===== src/core/pbcl_pkg.sv =====
`default_nettype none

package pbcl_pkg;

  // ***************************************************
  // clock and timing
  // ***************************************************
  localparam int CLK_MHZ = 20;
  localparam int STRETCH_US = 256;
  localparam int STRETCH_CYCLES = STRETCH_US * CLK_MHZ;
  localparam int CNT_W = 16;

  // ***************************************************
  // register bus and register indices
  // ***************************************************
  localparam int ADDR_W = 5;
  localparam int DATA_W = 16;
  localparam logic [4:0] REG_CTRL = 5'h00;
  localparam logic [4:0] REG_ADV = 5'h04;
  localparam logic [4:0] REG_MSCTL = 5'h09;
  localparam logic [4:0] REG_SPMODES = 5'h12;
  localparam logic [4:0] REG_EXTMODE = 5'h13;
  localparam logic [4:0] REG_PWRSTAT = 5'h1A;
  localparam logic [4:0] REG_INDIC = 5'h1B;
  localparam logic [4:0] REG_CAPTURE = 5'h1F;

  // ***************************************************
  // field positions
  // ***************************************************
  localparam int CTRL_SOFTRST_BIT = 15;
  localparam int CTRL_SPDLSB_BIT = 13;
  localparam int CTRL_ANEN_BIT = 12;
  localparam int CTRL_PWRDN_BIT = 11;
  localparam int CTRL_SPDMSB_BIT = 6;
  localparam int ADV_PAUSE_BIT = 10;
  localparam int ADV_ABIL_LSB = 5;
  localparam int MSCTL_LSB = 8;
  localparam int SPM_ADDR_LSB = 0;
  localparam int MODE_LSB = 11;
  localparam int DELAY_LSB = 8;
  localparam int CAPT_LEVEL_LSB = 4;
  localparam int STRAP_REFCLK = 0;
  localparam int STRAP_PLLOPT = 1;
  localparam int STRAP_DELAY = 2;
  localparam int NUM_STRAPS = 3;
  localparam int NUM_CFG = 4;

  // ***************************************************
  // reset values and write masks
  // ***************************************************
  localparam logic [15:0] CTRL_RESET = 16'h0000;
  localparam logic [15:0] ADV_RESET = 16'h0000;
  localparam logic [15:0] MSCTL_RESET = 16'h0000;
  localparam logic [15:0] CTRL_WMASK = 16'hB940;
  localparam logic [15:0] ADV_WMASK = 16'h05E0;
  localparam logic [15:0] MSCTL_WMASK = 16'h1F00;
  localparam logic [1:0] DELAY_ON = 2'h3;
  localparam logic [1:0] DELAY_OFF = 2'h0;

  // ***************************************************
  // pin level values and operating modes
  // ***************************************************
  localparam logic [1:0] LVL_GND = 2'h0;
  localparam logic [1:0] LVL_MID = 2'h1;
  localparam logic [1:0] LVL_HIGH = 2'h2;
  localparam logic [1:0] LVL_VDD = 2'h3;
  localparam logic [3:0] PAT_GND = 4'h0;
  localparam logic [3:0] PAT_MID = 4'hA;
  localparam logic [3:0] PAT_HIGH = 4'hC;
  localparam logic [3:0] PAT_VDD = 4'hF;
  localparam logic [1:0] MODE_SEL_LEVEL = LVL_HIGH;
  localparam logic [4:0] MODE_SINGLE = 5'h17;
  localparam logic [4:0] MODE_MULTI = 5'h18;
  localparam logic [4:0] MODE_SLAVE = 5'h19;
  localparam logic [4:0] MODE_MASTER = 5'h1A;
  localparam logic [4:0] MODE_NONE = 5'h00;
  localparam logic [4:0] MS_SINGLE = 5'h03;
  localparam logic [4:0] MS_MULTI = 5'h0F;
  localparam logic [4:0] MS_SLAVE = 5'h13;
  localparam logic [4:0] MS_MASTER = 5'h1F;
  localparam logic [3:0] ADV_MODE_ABIL = 4'hF;
  localparam logic MODE_SPDLSB = 1'b0;
  localparam logic MODE_ANEN = 1'b1;
  localparam logic MODE_SPDMSB = 1'b1;

  typedef enum logic [2:0] {
    seq_run = 3'b001,
    seq_soft = 3'b010,
    seq_pdrst = 3'b100
  } pbcl_seq_type;

endpackage

`default_nettype wire


===== src/core/pbcl_level_resolver.sv =====
`default_nettype none

module pbcl_level_resolver #(
  parameter int PINS = 4
) (
  input wire logic clk_i,
  input wire logic sample_i,
  input wire logic [1:0] phase_i,
  input wire logic [PINS-1:0] pin_i,
  output logic [2*PINS-1:0] level_o
);

  logic [3:0] hist [PINS];
  logic [3:0] next_hist [PINS];

  // ***************************************************
  // classify one pin over the four led phases
  // ***************************************************
  function automatic logic [1:0] classify(input logic [3:0] pat);
    logic [1:0] lvl;
    case (pat)
      pbcl_pkg::PAT_VDD: lvl = pbcl_pkg::LVL_VDD;
      pbcl_pkg::PAT_MID: lvl = pbcl_pkg::LVL_MID;
      pbcl_pkg::PAT_HIGH: lvl = pbcl_pkg::LVL_HIGH;
      default: lvl = pbcl_pkg::LVL_GND;
    endcase
    return lvl;
  endfunction

  // samples are filed by phase so the pattern lines up with the led drive
  always_comb begin
    for (int p = 0; p < PINS; p++) begin
      next_hist[p] = hist[p];
      if (sample_i) begin
        next_hist[p][phase_i] = pin_i[p];
      end
    end
  end

  always_ff @(posedge clk_i) begin
    for (int p = 0; p < PINS; p++) begin
      hist[p] <= next_hist[p];
    end
  end

  always_comb begin
    for (int p = 0; p < PINS; p++) begin
      level_o[2*p +: 2] = classify(hist[p]);
    end
  end

endmodule

`default_nettype wire


===== src/core/pbcl_mode_decoder.sv =====
`default_nettype none

module pbcl_mode_decoder (
  input wire logic [1:0] sel_level_i,
  input wire logic [1:0] mode_level_i,
  output logic [4:0] mode_o,
  output logic valid_o,
  output logic [4:0] ms_o
);

  always_comb begin
    mode_o = pbcl_pkg::MODE_NONE;
    if (sel_level_i == pbcl_pkg::MODE_SEL_LEVEL) begin
      case (mode_level_i)
        pbcl_pkg::LVL_GND: mode_o = pbcl_pkg::MODE_SINGLE;
        pbcl_pkg::LVL_MID: mode_o = pbcl_pkg::MODE_MULTI;
        pbcl_pkg::LVL_HIGH: mode_o = pbcl_pkg::MODE_SLAVE;
        default: mode_o = pbcl_pkg::MODE_MASTER;
      endcase
    end
  end

  always_comb begin
    valid_o = 1'b1;
    case (mode_o)
      pbcl_pkg::MODE_SINGLE: ms_o = pbcl_pkg::MS_SINGLE;
      pbcl_pkg::MODE_MULTI: ms_o = pbcl_pkg::MS_MULTI;
      pbcl_pkg::MODE_SLAVE: ms_o = pbcl_pkg::MS_SLAVE;
      pbcl_pkg::MODE_MASTER: ms_o = pbcl_pkg::MS_MASTER;
      default: begin
        // reserved codes seed nothing
        valid_o = 1'b0;
        ms_o = 5'h00;
      end
    endcase
  end

endmodule

`default_nettype wire


===== src/core/pbcl_config_latch.sv =====
`default_nettype none

module pbcl_config_latch #(
  parameter int STRETCH_CYCLES = pbcl_pkg::STRETCH_CYCLES
) (
  input wire logic clk_i,
  input wire logic reset_i,
  input wire logic [2:0] strap_in_i,
  input wire logic [2:0] strap_func_i,
  output logic [2:0] strap_out_o,
  output logic [2:0] strap_oe_o,
  input wire logic [3:0] cfg_pin_i,
  input wire logic link_led_mid_i,
  input wire logic link_led_high_i,
  output logic led_speed_mid_o,
  output logic led_speed_high_o,
  input wire logic hw_powerdown_pin_i,
  input wire logic [4:0] reg_addr_i,
  input wire logic [15:0] reg_wdata_i,
  input wire logic reg_write_i,
  input wire logic reg_read_i,
  output logic [15:0] reg_rdata_o,
  output logic refclk_freq_select_o,
  output logic powerdown_o,
  output logic pll_enable_o,
  output logic internal_reset_o,
  output logic [4:0] station_address_o,
  output logic [1:0] rgmii_delay_o
);

  // ***************************************************
  // declarations
  // ***************************************************
  logic in_reset;
  logic load;
  logic [1:0] phase;
  logic [2:0] straps_q;
  logic [7:0] levels_q;
  logic next_in_reset;
  logic next_load;
  logic [1:0] next_phase;
  logic [2:0] next_straps_q;
  logic [7:0] next_levels_q;
  logic capture;
  logic [7:0] levels_now;

  logic [2:0] next_strap_out_o;
  logic [2:0] next_strap_oe_o;
  logic next_led_mid;
  logic next_led_high;

  logic [15:0] ctrl;
  logic [15:0] adv;
  logic [15:0] msctl;
  logic [4:0] station_address;
  logic [4:0] operating_mode_field;
  logic [1:0] rgmii_delay;
  logic [15:0] next_ctrl;
  logic [15:0] next_adv;
  logic [15:0] next_msctl;
  logic [4:0] next_station_address;
  logic [4:0] next_operating_mode_field;
  logic [1:0] next_rgmii_delay;
  logic [4:0] dec_mode;
  logic dec_valid;
  logic [4:0] dec_ms;

  pbcl_pkg::pbcl_seq_type seq;
  pbcl_pkg::pbcl_seq_type next_seq;
  logic [15:0] cnt;
  logic [15:0] next_cnt;
  logic pd_q;
  logic next_pd_q;
  logic pll_off;
  logic next_pll_off;
  logic pd_now;
  logic soft_req;
  logic next_refclk;
  logic next_powerdown;
  logic next_pll_enable;
  logic next_internal_reset;

  logic [15:0] next_rdata;

  localparam logic [15:0] STRETCH_LAST = 16'(STRETCH_CYCLES - 1);

  // ***************************************************
  // field helper
  // ***************************************************
  function automatic logic [15:0] masked_write(input logic [15:0] old,
                                               input logic [15:0] wd,
                                               input logic [15:0] mask);
    return (old & ~mask) | (wd & mask);
  endfunction

  // ***************************************************
  // capture of straps and configuration pins
  // ***************************************************
  pbcl_level_resolver #(
    .PINS(pbcl_pkg::NUM_CFG)
  ) u_resolver (
    .clk_i(clk_i),
    .sample_i(reset_i),
    .phase_i(phase),
    .pin_i(cfg_pin_i),
    .level_o(levels_now)
  );

  // capture happens on the first edge after release, while pins still float
  assign capture = in_reset & ~reset_i;

  always_comb begin
    next_in_reset = reset_i;
    next_load = capture;
    // gated on in_reset so the probe phase is known from the first reset edge
    next_phase = 2'h0;
    if (reset_i && in_reset) begin
      next_phase = phase + 2'h1;
    end
    next_straps_q = straps_q;
    next_levels_q = levels_q;
    if (capture) begin
      next_straps_q = strap_in_i;
      next_levels_q = levels_now;
    end
  end

  // only hardware reset release updates the captures
  always_ff @(posedge clk_i) begin
    if (reset_i) begin
      in_reset <= 1'b1;
      load <= 1'b0;
      phase <= next_phase;
    end else begin
      in_reset <= next_in_reset;
      load <= next_load;
      phase <= next_phase;
      straps_q <= next_straps_q;
      levels_q <= next_levels_q;
    end
  end

  // ***************************************************
  // shared pins: straps float and leds probe during reset
  // ***************************************************
  always_comb begin
    next_strap_oe_o = (reset_i || in_reset) ? 3'h0 : 3'h7;
    next_strap_out_o = strap_func_i;
    // during reset the leds walk a pattern the resolver recognises
    next_led_mid = reset_i ? next_phase[0] : link_led_mid_i;
    next_led_high = reset_i ? next_phase[1] : link_led_high_i;
  end

  always_ff @(posedge clk_i) begin
    led_speed_mid_o <= next_led_mid;
    led_speed_high_o <= next_led_high;
    if (reset_i) begin
      strap_oe_o <= 3'h0;
      strap_out_o <= 3'h0;
    end else begin
      strap_oe_o <= next_strap_oe_o;
      strap_out_o <= next_strap_out_o;
    end
  end

  // ***************************************************
  // register file
  // ***************************************************
  pbcl_mode_decoder u_mode (
    .sel_level_i(levels_q[7:6]),
    .mode_level_i(levels_q[5:4]),
    .mode_o(dec_mode),
    .valid_o(dec_valid),
    .ms_o(dec_ms)
  );

  always_comb begin
    next_ctrl = ctrl;
    next_adv = adv;
    next_msctl = msctl;
    next_station_address = station_address;
    next_operating_mode_field = operating_mode_field;
    next_rgmii_delay = rgmii_delay;
    if (load) begin
      // decoders see only the held captures, never the live pins
      next_station_address = {2'h0, levels_q[2], levels_q[1:0]};
      next_adv[pbcl_pkg::ADV_PAUSE_BIT] = levels_q[3];
      next_rgmii_delay = straps_q[pbcl_pkg::STRAP_DELAY] ?
                         pbcl_pkg::DELAY_ON : pbcl_pkg::DELAY_OFF;
      next_operating_mode_field = dec_mode;
      if (dec_valid) begin
        // duplex bit is left at its ordinary default, same for every mode
        next_ctrl[pbcl_pkg::CTRL_SPDLSB_BIT] = pbcl_pkg::MODE_SPDLSB;
        next_ctrl[pbcl_pkg::CTRL_ANEN_BIT] = pbcl_pkg::MODE_ANEN;
        next_ctrl[pbcl_pkg::CTRL_SPDMSB_BIT] = pbcl_pkg::MODE_SPDMSB;
        next_adv[pbcl_pkg::ADV_ABIL_LSB +: 4] = pbcl_pkg::ADV_MODE_ABIL;
        next_msctl[pbcl_pkg::MSCTL_LSB +: 5] = dec_ms;
      end
    end else if (reg_write_i) begin
      // a mode write is stored only; nothing is re-derived from it
      case (reg_addr_i)
        pbcl_pkg::REG_CTRL: begin
          next_ctrl = masked_write(ctrl, reg_wdata_i, pbcl_pkg::CTRL_WMASK);
          next_ctrl[pbcl_pkg::CTRL_SOFTRST_BIT] = 1'b0;
        end
        pbcl_pkg::REG_ADV: next_adv = masked_write(adv, reg_wdata_i, pbcl_pkg::ADV_WMASK);
        pbcl_pkg::REG_MSCTL: next_msctl = masked_write(msctl, reg_wdata_i, pbcl_pkg::MSCTL_WMASK);
        pbcl_pkg::REG_SPMODES: next_station_address = reg_wdata_i[4:0];
        pbcl_pkg::REG_EXTMODE: next_operating_mode_field = reg_wdata_i[15:11];
        pbcl_pkg::REG_INDIC: next_rgmii_delay = reg_wdata_i[9:8];
        default: next_ctrl = ctrl;
      endcase
    end
  end

  // software reset leaves all of these untouched
  always_ff @(posedge clk_i) begin
    if (reset_i) begin
      ctrl <= pbcl_pkg::CTRL_RESET;
      adv <= pbcl_pkg::ADV_RESET;
      msctl <= pbcl_pkg::MSCTL_RESET;
      station_address <= 5'h00;
      operating_mode_field <= pbcl_pkg::MODE_NONE;
      rgmii_delay <= pbcl_pkg::DELAY_OFF;
    end else begin
      ctrl <= next_ctrl;
      adv <= next_adv;
      msctl <= next_msctl;
      station_address <= next_station_address;
      operating_mode_field <= next_operating_mode_field;
      rgmii_delay <= next_rgmii_delay;
    end
  end

  // ***************************************************
  // power-down and internal reset sequencing
  // ***************************************************
  assign pd_now = hw_powerdown_pin_i | ctrl[pbcl_pkg::CTRL_PWRDN_BIT];
  assign soft_req = reg_write_i && !load && (reg_addr_i == pbcl_pkg::REG_CTRL)
                    && reg_wdata_i[pbcl_pkg::CTRL_SOFTRST_BIT];

  always_comb begin
    next_seq = seq;
    next_cnt = cnt;
    next_pd_q = pd_now;
    next_pll_off = pll_off;
    case (seq)
      pbcl_pkg::seq_run: begin
        next_cnt = 16'h0000;
        if (soft_req) begin
          next_seq = pbcl_pkg::seq_soft;
        end else if (pd_q && !pd_now) begin
          // stretch lets the pll settle; captures are not touched
          next_seq = pbcl_pkg::seq_pdrst;
        end
      end
      pbcl_pkg::seq_soft, pbcl_pkg::seq_pdrst: begin
        next_cnt = cnt + 16'h0001;
        if (cnt == STRETCH_LAST) begin
          next_seq = pbcl_pkg::seq_run;
          next_cnt = 16'h0000;
          if (seq == pbcl_pkg::seq_soft) begin
            next_pll_off = 1'b0;
          end
        end
      end
      default: begin
        next_seq = pbcl_pkg::seq_run;
        next_cnt = 16'h0000;
      end
    endcase
    // a shut pll needs a software or hardware reset to restart; a new request wins
    if (hw_powerdown_pin_i && !straps_q[pbcl_pkg::STRAP_PLLOPT]) begin
      next_pll_off = 1'b1;
    end
    next_refclk = straps_q[pbcl_pkg::STRAP_REFCLK];
    next_powerdown = pd_now;
    next_pll_enable = !next_pll_off;
    next_internal_reset = (next_seq != pbcl_pkg::seq_run);
  end

  always_ff @(posedge clk_i) begin
    if (reset_i) begin
      seq <= pbcl_pkg::seq_run;
      cnt <= 16'h0000;
      pd_q <= 1'b0;
      pll_off <= 1'b0;
      refclk_freq_select_o <= 1'b0;
      powerdown_o <= 1'b0;
      pll_enable_o <= 1'b1;
      internal_reset_o <= 1'b0;
    end else begin
      seq <= next_seq;
      cnt <= next_cnt;
      pd_q <= next_pd_q;
      pll_off <= next_pll_off;
      refclk_freq_select_o <= next_refclk;
      powerdown_o <= next_powerdown;
      pll_enable_o <= next_pll_enable;
      internal_reset_o <= next_internal_reset;
    end
  end

  // ***************************************************
  // read port and mirrored outputs
  // ***************************************************
  always_comb begin
    next_rdata = 16'h0000;
    if (reg_read_i) begin
      case (reg_addr_i)
        pbcl_pkg::REG_CTRL: begin
          next_rdata = ctrl;
          next_rdata[pbcl_pkg::CTRL_SOFTRST_BIT] = (seq == pbcl_pkg::seq_soft);
        end
        pbcl_pkg::REG_ADV: next_rdata = adv;
        pbcl_pkg::REG_MSCTL: next_rdata = msctl;
        pbcl_pkg::REG_SPMODES: next_rdata[4:0] = station_address;
        pbcl_pkg::REG_EXTMODE: next_rdata[15:11] = operating_mode_field;
        pbcl_pkg::REG_INDIC: next_rdata[9:8] = rgmii_delay;
        pbcl_pkg::REG_PWRSTAT: next_rdata[3:0] = {hw_powerdown_pin_i, internal_reset_o,
                                                 pll_off, powerdown_o};
        pbcl_pkg::REG_CAPTURE: next_rdata[11:0] = {levels_q, 1'b0, straps_q};
        default: next_rdata = 16'h0000;
      endcase
    end
  end

  always_ff @(posedge clk_i) begin
    if (reset_i) begin
      reg_rdata_o <= 16'h0000;
      station_address_o <= 5'h00;
      rgmii_delay_o <= pbcl_pkg::DELAY_OFF;
    end else begin
      reg_rdata_o <= next_rdata;
      station_address_o <= next_station_address;
      rgmii_delay_o <= next_rgmii_delay;
    end
  end

endmodule

`default_nettype wire


===== config.mk =====
export PLATFORM = sky130hd
export DESIGN_NAME = pbcl_config_latch
export DESIGN_NICKNAME = d
export VERILOG_FILES = /design/src/core/pbcl_pkg.sv /design/src/core/pbcl_level_resolver.sv /design/src/core/pbcl_mode_decoder.sv /design/src/core/pbcl_config_latch.sv
export SDC_FILE = /design/constraint.sdc
export NUM_CORES = 1
export LEC_CHECK = 0
export ABC_AREA = 1
export BUFFER_PORTS_ARGS = -buffer_cell sky130_fd_sc_hd__buf_2
export CAP_MARGIN = 20
export CORE_MARGIN = 2
export CORE_UTILIZATION = 45
export DETAILED_ROUTE_END_ITERATION = 6
export PLACE_DENSITY = 0.66
export SYNTH_ARGS = -nofsm -noshare
export SYNTH_HDL_FRONTEND = slang
export SYNTH_SLANG_ARGS = --single-unit
export TNS_END_PERCENT = 5

===== constraint.sdc =====
create_clock -name clk_i -period 1.9 [get_ports clk_i]
set_input_delay 0.475 -clock clk_i [delete_from_list [all_inputs] [get_ports clk_i]]
set_output_delay 0.475 -clock clk_i [all_outputs]
set_load 0.03 [all_outputs]

* Word level (Yosys, flattened, before mapping)
Memory sizes are Yosys's and may differ from the RTL's.
Index checks and enable logic that the tools add are counted.
** Storage, ports and cells
- Bits in registers :: 122
- Bits in writable memories :: 16
- Bits of input ports :: 38
- Output and inout bits :: 35
- Word-level logic and storage cells :: 175
- Memories kept :: 1
** Memories
- u_resolver.hist :: depth 4, bits a word 4, read ports 4, clocked after memory_dff 0, write ports 4, RTL line pbcl_level_resolver.sv:13 : logic [3:0] hist [PINS];
** Operators by class
- Add/sub/neg operators :: 2
- Magnitude comparators :: 2
- Eq/ne operators :: 32
- Muxes and demuxes :: 63
- Bitwise gates (word level) :: 9
- Reduce and logical (&&, ||, !) cells :: 38
** Operators with widths (number)
- equality test 4 bit, second input constant :: 12
- equality test 5 bit, second input constant :: 9
- 2-to-1 mux 5 bit :: 6
- 2-to-1 mux 14 bit :: 2
- 2-to-1 mux 13 bit :: 2
- 2-to-1 mux 4 bit :: 6
- case mux 2 bit (3 select lines) :: 4
- case mux 4 bit (6 select lines) :: 1
- 2-to-1 mux 11 bit :: 2
- 2-to-1 mux 3 bit :: 7
- case mux 5 bit (4 select lines) :: 1
- AND reduction 3 bit :: 6
- adder 16 x 1 -> 16 bit, second input constant :: 1
- bitwise mux 4 bit :: 4
- equality test 16 x 13 -> 1 bit, second input constant :: 1
- OR 16 x 11 -> 16 bit :: 1
- OR 16 x 13 -> 16 bit :: 1
- case mux 4 bit (4 select lines) :: 1
- OR 15 x 14 -> 15 bit :: 1
- 2-to-1 mux 2 bit :: 7
- nonzero test 2 bit :: 7
- 2-to-1 mux 1 bit :: 12
- case mux 3 bit (4 select lines) :: 1
- case mux 4 bit (3 select lines) :: 1
- 29 further kinds :: 50

* Longest topological paths before layout
- Depth in word-level cells :: 8
- Mapped depth :: 12

* Modules after synthesis
A second synthesis with hierarchy kept.
** Second synthesis, totals
- Cell total of the unflattened synthesis :: 643
- Area total of the unflattened synthesis :: 4798.4 um2
** Modules (own cells, without submodules)
- pbcl_config_latch :: instances 1, cells each 526, area each 3880.0 um2
- pbcl_level_resolver :: instances 1, cells each 82, area each 738.2 um2
- pbcl_mode_decoder :: instances 1, cells each 35, area each 180.2 um2

* Worst setup path before layout
Ideal clock, no wire load.
- Path type :: input -> register
- From :: input port reset_i
- To :: register levels_q[0] (enable)
- Setup time :: 378 ps
- Data arrival time :: 1349 ps
- Slack :: 172 ps
- Stages :: 3
- Cell sequence :: buf_2 > buf_1 > nor2_1
** Between the ends
- Longest elaborated chain between the ends :: 3
** Ends and longest elaborated chain
- start: declaration :: RTL line pbcl_config_latch.sv:7 : input wire logic reset_i,
- NOT 1 bit (no source line)
- bitwise AND 1 bit :: RTL line pbcl_config_latch.sv:110 : assign capture = in_reset & ~reset_i;
- net capture :: RTL line pbcl_config_latch.sv:44 : logic capture;
- AND reduction 2 bit (no source line)
- end signal: assignment :: RTL line pbcl_config_latch.sv:139 : levels_q <= next_levels_q;
- end: declaration :: RTL line pbcl_config_latch.sv:38 : logic [7:0] levels_q;
The timed path passes the listed nets, and every way through them passes these cells.
A chain may end at the register's enable or synchronous reset.

* Worst setup path in the final report
- From :: register levels_q[5]
- To :: register adv[8]
** Between the ends
- Longest elaborated chain between the ends :: 8
** Ends and longest elaborated chain
- equality test 2 bit, or another cell as far along :: RTL line pbcl_mode_decoder.sv:14 : case (mode_level_i)
- case mux 4 bit (3 select lines) (*) :: RTL line pbcl_mode_decoder.sv:14
- 2-to-1 mux 5 bit (*) :: RTL line pbcl_mode_decoder.sv:13 : if (sel_level_i == pbcl_pkg::MODE_SEL_LEVEL) begin
- equality test 5 bit :: RTL line pbcl_mode_decoder.sv:25 : case (mode_o)
- OR reduction 4 bit (no source line) (*)
- 2-to-1 mux 1 bit (*) :: RTL line pbcl_mode_decoder.sv:25
- inequality test 2 x 1 -> 1 bit (no source line) (*)
- AND reduction 3 bit (no source line) (*)
- end signal: assignment :: RTL line pbcl_config_latch.sv:220 : adv <= pbcl_pkg::ADV_RESET;
- end signal: assignment :: RTL line pbcl_config_latch.sv:227 : adv <= next_adv;
- end: declaration :: RTL line pbcl_config_latch.sv:53 : logic [15:0] adv;
Mark *: on every way between the ends. The rest lies on a longest branch, timed or not.

==> impl_table.tex <==
\begin{tabular}{lr}
\hline
Metric & Value \\
\hline
\multicolumn{2}{l}{\textbf{Logic synthesis}} \\
\quad Compound-cell area share of the yosys netlist & 0.09287 \\
\quad Avg Cell Area, Syn & 8.221 um2 \\
\quad Async S/R FF share, synth & 0 \\
\quad Main synth FF type & sky130\_fd\_sc\_hd\_\_dfxtp\_1 \\
\quad Post-synthesis simple-gate area fraction & 0.2684 \\
\quad Largest family of logic cells by synthesized area & simple AND/OR/NAND/NOR gates \\
\quad Number of flops mapped to enable cells by yosys & 27 \\
\quad Synth Warn \# & 0 \\
\quad Post-synthesis sequential area ratio & 0.5212 \\
\quad Flops \& latches, synth & 104 \\
\quad Mapped Cells & 549 \\
\quad Mapped cell area & 4513 um2 \\
\quad Synth Net Count & roughly 600 \\
\quad Mux cell area share after synthesis & 0 \\
\quad Area share of xor/xnor cells in the synthesized design & 0.02523 \\
\quad Synth unique cells & 40 \\
\quad Adder-Cell Fraction of Synth Area & 0.02218 \\
\multicolumn{2}{l}{\textbf{Route}} \\
\quad Number of DRC violations after detailed-routing iteration 0 & 214 \\
\quad Initial DRT Pass Iterations & 5 \\
\quad Sum of routed wire length over all layers & 10360 um \\
\quad Total number of vias & between 3000 and 4000 \\
\quad Count of nets left with antenna violations after detail routing & 0 \\
\quad Vias per inst & 4.932 \\
\quad Detail-routed net length per standard cell & 13.49 um \\
\quad Number of remaining DRC errors & 0 \\
\multicolumn{2}{l}{\textbf{STA}} \\
\quad Final worst hold slack & roughly 0.29 ns \\
\quad Setup-failing EPs final & 0 \\
\quad RSZ-0062 raised after global routing & true \\
\quad Worst slew margin relative to its limit & 0.7020 \\
\quad Count of final hold-check violations & 0 \\
\quad Worst path setup slack after routing & 0.1783 ns \\
\quad Clock tree skew after final layout & 0.009493 ns \\
\quad Max Fclk & 0.5808 GHz \\
\quad Slew of the pin with the lowest slew margin & 0.4435 ns \\
\quad Max-slew violation count & 0 \\
\quad Post-layout minimum cycle time & 1.722 ns \\
\quad Portion of the clock cycle consumed by the worst path in the final layout & 0.9061 \\
\multicolumn{2}{l}{\textbf{Clock tree}} \\
\quad Num CTS Buffers & 9 \\
\quad Htree depth & 3 \\
\quad Hold Buf Count CTS & 0 \\
\quad Latest clock arrival within the worst-skew pair & between 0.3 and 0.4 ns \\
\quad Maximum number of buffers from clock root to sink & 2 \\
\quad Clock slew at reported path FFs & 0.08 ns \\
\quad CTS tree & yes \\
\quad Post-CTS setup-driven buffer insertion count & 0 \\
\quad Clock root cell & sky130\_fd\_sc\_hd\_\_clkbuf\_8 \\
\quad CTS Sinks & 104 \\
\multicolumn{2}{l}{\textbf{Placed design}} \\
\quad Half-perimeter wire length after placement & 7939 um \\
\quad Count of buffers from port buffering & 72 \\
\quad Gpl congestion & 0.9080 \\
\quad Area post-placement & 5044 um2 \\
\quad Setup slack after placement & $\sim$0.16 ns \\
\multicolumn{2}{l}{\textbf{Worst setup path}} \\
\quad Number of cells on the worst reg-to-reg path & 9 \\
\quad Largest fanout of any net on the critical path & 4 \\
\quad Reg-to-reg critical path endpoint & adv[8]\$\_SDFFE\_PP0P\_ \\
\quad Worst endpoint required time & 2.18 ns \\
\quad Reg-to-reg startpoint & levels\_q[5]\$\_SDFFCE\_PN0P\_ \\
\quad CP Launch Point & levels\_q[5]\$\_SDFFCE\_PN0P\_ \\
\quad Flop-to-flop setup slack & 0.18 ns \\
\quad Worst setup SP type & register \\
\quad Capture point of the worst path & adv[8]\$\_SDFFE\_PP0P\_ \\
\quad Critical path type & reg2reg \\
\quad Arrival time of data at the critical path endpoint & 2.01 ns \\
\quad Critical Path Sink Type & register \\
\multicolumn{2}{l}{\textbf{Die}} \\
\quad Number of rows in the core area & 36 \\
\quad Total die area & 10850 um2 \\
\quad I/O pin count & between 70 and 80 \\
\quad DIE WIDTH & around 100 um \\
\quad Starting Density & 0.4617 \\
\quad Core box area & 9774 um2 \\
\quad DIE HEIGHT & 104.1 um \\
\multicolumn{2}{l}{\textbf{Final layout}} \\
\quad Post-route design area & 5225 um2 \\
\quad Synth-to-Final Area Change & 15.77\% \\
\quad Post-layout nets & 676 \\
\quad Antenna fix cells & 0 \\
\quad Fraction of final layout cells sized beyond drive strength 1 & 0.2110 \\
\multicolumn{2}{l}{\textbf{Power}} \\
\quad Total leakage power & 2.216 nW \\
\quad Final total power & 3.998 mW \\
\quad Worst VDD drop & 408.9 uV \\
\quad Pwr Density & around 770 nW/um2 \\
\multicolumn{2}{l}{\textbf{Global route}} \\
\quad Maximum number of pins on one net before global-route repair & 24 \\
\quad GRT Resource Usage Total & 0.2016 \\
\quad Global-route wire length before repair & 17490 um \\
\quad Initial antenna violation count & 0 \\
\quad Total congestion overflow after global routing & 0 \\
\quad Via count of the first global-routing pass & 3683 \\
\multicolumn{2}{l}{\textbf{Hold path}} \\
\quad Type of the tightest min-delay check & in2reg \\
\quad Hold path startpoint & strap\_in\_i[1] \\
\multicolumn{2}{l}{\textbf{Status}} \\
\quad Run status & finished clean \\
\multicolumn{2}{l}{\textbf{Run}} \\
\quad Max-cap violations & 0 \\
\hline
\end{tabular}
[layer usage]
| metal | GRT usage | routed length [um] | vias up |
|---|---|---|---|
| met2 | 0.3351 | 4897 | 106 |
| li1 | - | - | 1937 |
| met3 | 0.04449 | 684 | 16 |
| met4 | 0.07432 | 180 | 0 |
| met5 | 0 | 0 | - |
| met1 | 0.2581 | 4596 | 1729 |
[state kept, by name, summed over array words and instances (netlist names), 2 cells and up]
register / cells
adv: 5
cnt: 16
ctrl: 5
levels_q: 8
msctl: 5
operating_mode_field: 5
phase: 2
reg_rdata_o: 16
rgmii_delay_o: 2
seq: 3
station_address_o: 5
strap_out_o: 3
straps_q: 3
u_resolver.hist: 16
[area by class of cell]
class	count	area, um2
well taps	133	166.4
clock inverters	2	13.76
fillers	965	4549
clock buffers	14	167.7
flip-flops and latches	104	2352
repair buffers	80	420.4
multi-input cells	366	1844
inverters	69	260.3
[synth_stat cells (4+ instances only)]
library cell	number	area share
sky130_fd_sc_hd__a21oi_1	35	0.039
sky130_fd_sc_hd__a31oi_1	13	0.018
sky130_fd_sc_hd__dfxtp_1	77	0.34
sky130_fd_sc_hd__edfxtp_1	27	0.18
sky130_fd_sc_hd__ha_1	8	0.022
sky130_fd_sc_hd__inv_1	52	0.043
sky130_fd_sc_hd__inv_2	14	0.012
sky130_fd_sc_hd__nand2_1	132	0.11
sky130_fd_sc_hd__nand2_2	5	0.0069
sky130_fd_sc_hd__nand3_1	26	0.029
sky130_fd_sc_hd__nand3_2	4	0.0089
sky130_fd_sc_hd__nand4_1	6	0.0083
sky130_fd_sc_hd__nor2_1	67	0.056
sky130_fd_sc_hd__nor2_2	4	0.0055
sky130_fd_sc_hd__nor3_1	6	0.0067
sky130_fd_sc_hd__o21ai_0	14	0.016
sky130_fd_sc_hd__o21ai_1	12	0.013
sky130_fd_sc_hd__xor2_1	10	0.019
[per-stage QoR]
| step | setup TNS, ns | instances | util |
|---|---|---|---|
| final | 0 | 768 | 0.5346 |
| after floorplan | 0 | 549 | - |
| after global placement | 0 | 752 | 0.5160 |
| after detailed placement | 0 | 752 | 0.5160 |
| after CTS | 0 | 768 | 0.5346 |
| after global routing | -0.1360 | 768 | 0.5346 |
[worst max-delay path, cell delays in order (launching register included)]
cell	delay [ns]
sky130_fd_sc_hd__edfxtp_1	0.37
sky130_fd_sc_hd__inv_1	0.09
sky130_fd_sc_hd__ha_1	0.24
sky130_fd_sc_hd__inv_1	0.08
sky130_fd_sc_hd__nand3_1	0.06
sky130_fd_sc_hd__nor2_1	0.23
sky130_fd_sc_hd__nand2_1	0.18
sky130_fd_sc_hd__nand3_1	0.20
sky130_fd_sc_hd__a21oi_1	0.06
sky130_fd_sc_hd__a21oi_1	0.15
[placed cells by master, fill, tap and decap left out, drive strengths merged]
master	n
nand2	137
buf	80
dfxtp	77
nor2	74
inv	66
a21oi	35
nand3	31
edfxtp	27
o21ai	27
clkbuf	14
a31oi	13
xor2	10
nand4	9
ha	8
nor3	8
clkinv	5
xnor2	3
or2	3
nor4	2
a22oi	2
nor3b	2
nand3b	1
a221oi	1
[repair_timing]
action | CTS | global route
gates resized for setup | 0 | 0
hold endpoints to repair | 0 | 0
setup endpoints to repair | 0 | 4
[power by group]
part           switching (mW)  internal (mW)
sequential             0.0375           2.33
combinational           0.228          0.109
clock                   0.718          0.575
[cell families (layout without fill, tap and decap cells)]
logic type                 Yosys count  after routing
and+or+nand+nor                    267            267
DFF                                104            104
buffers and inverters               79            165
AOI/OAI and AO/OA                   78             78
xor gates and xnor gates            13             13
adders and majority gates            8              8
[how the worst min path moves through the flow]
stage / endpoint / slack (ns) / cells past startpoint
2_1_floorplan: strap_oe_o[1]$_SDFF_PP0_ / 0.40 / 1
3_3_place_gp: strap_oe_o[1]$_SDFF_PP0_ / 0.42 / 1
3_5_place_dp: strap_oe_o[1]$_SDFF_PP0_ / 0.42 / 1
4_1_cts: straps_q[1]$_DFFE_PP_ / 0.27 / 1
5_1_grt: straps_q[1]$_DFFE_PP_ / 0.27 / 1
6_report: straps_q[1]$_DFFE_PP_ / 0.29 / 1
(Power assumes the default switching activity.)
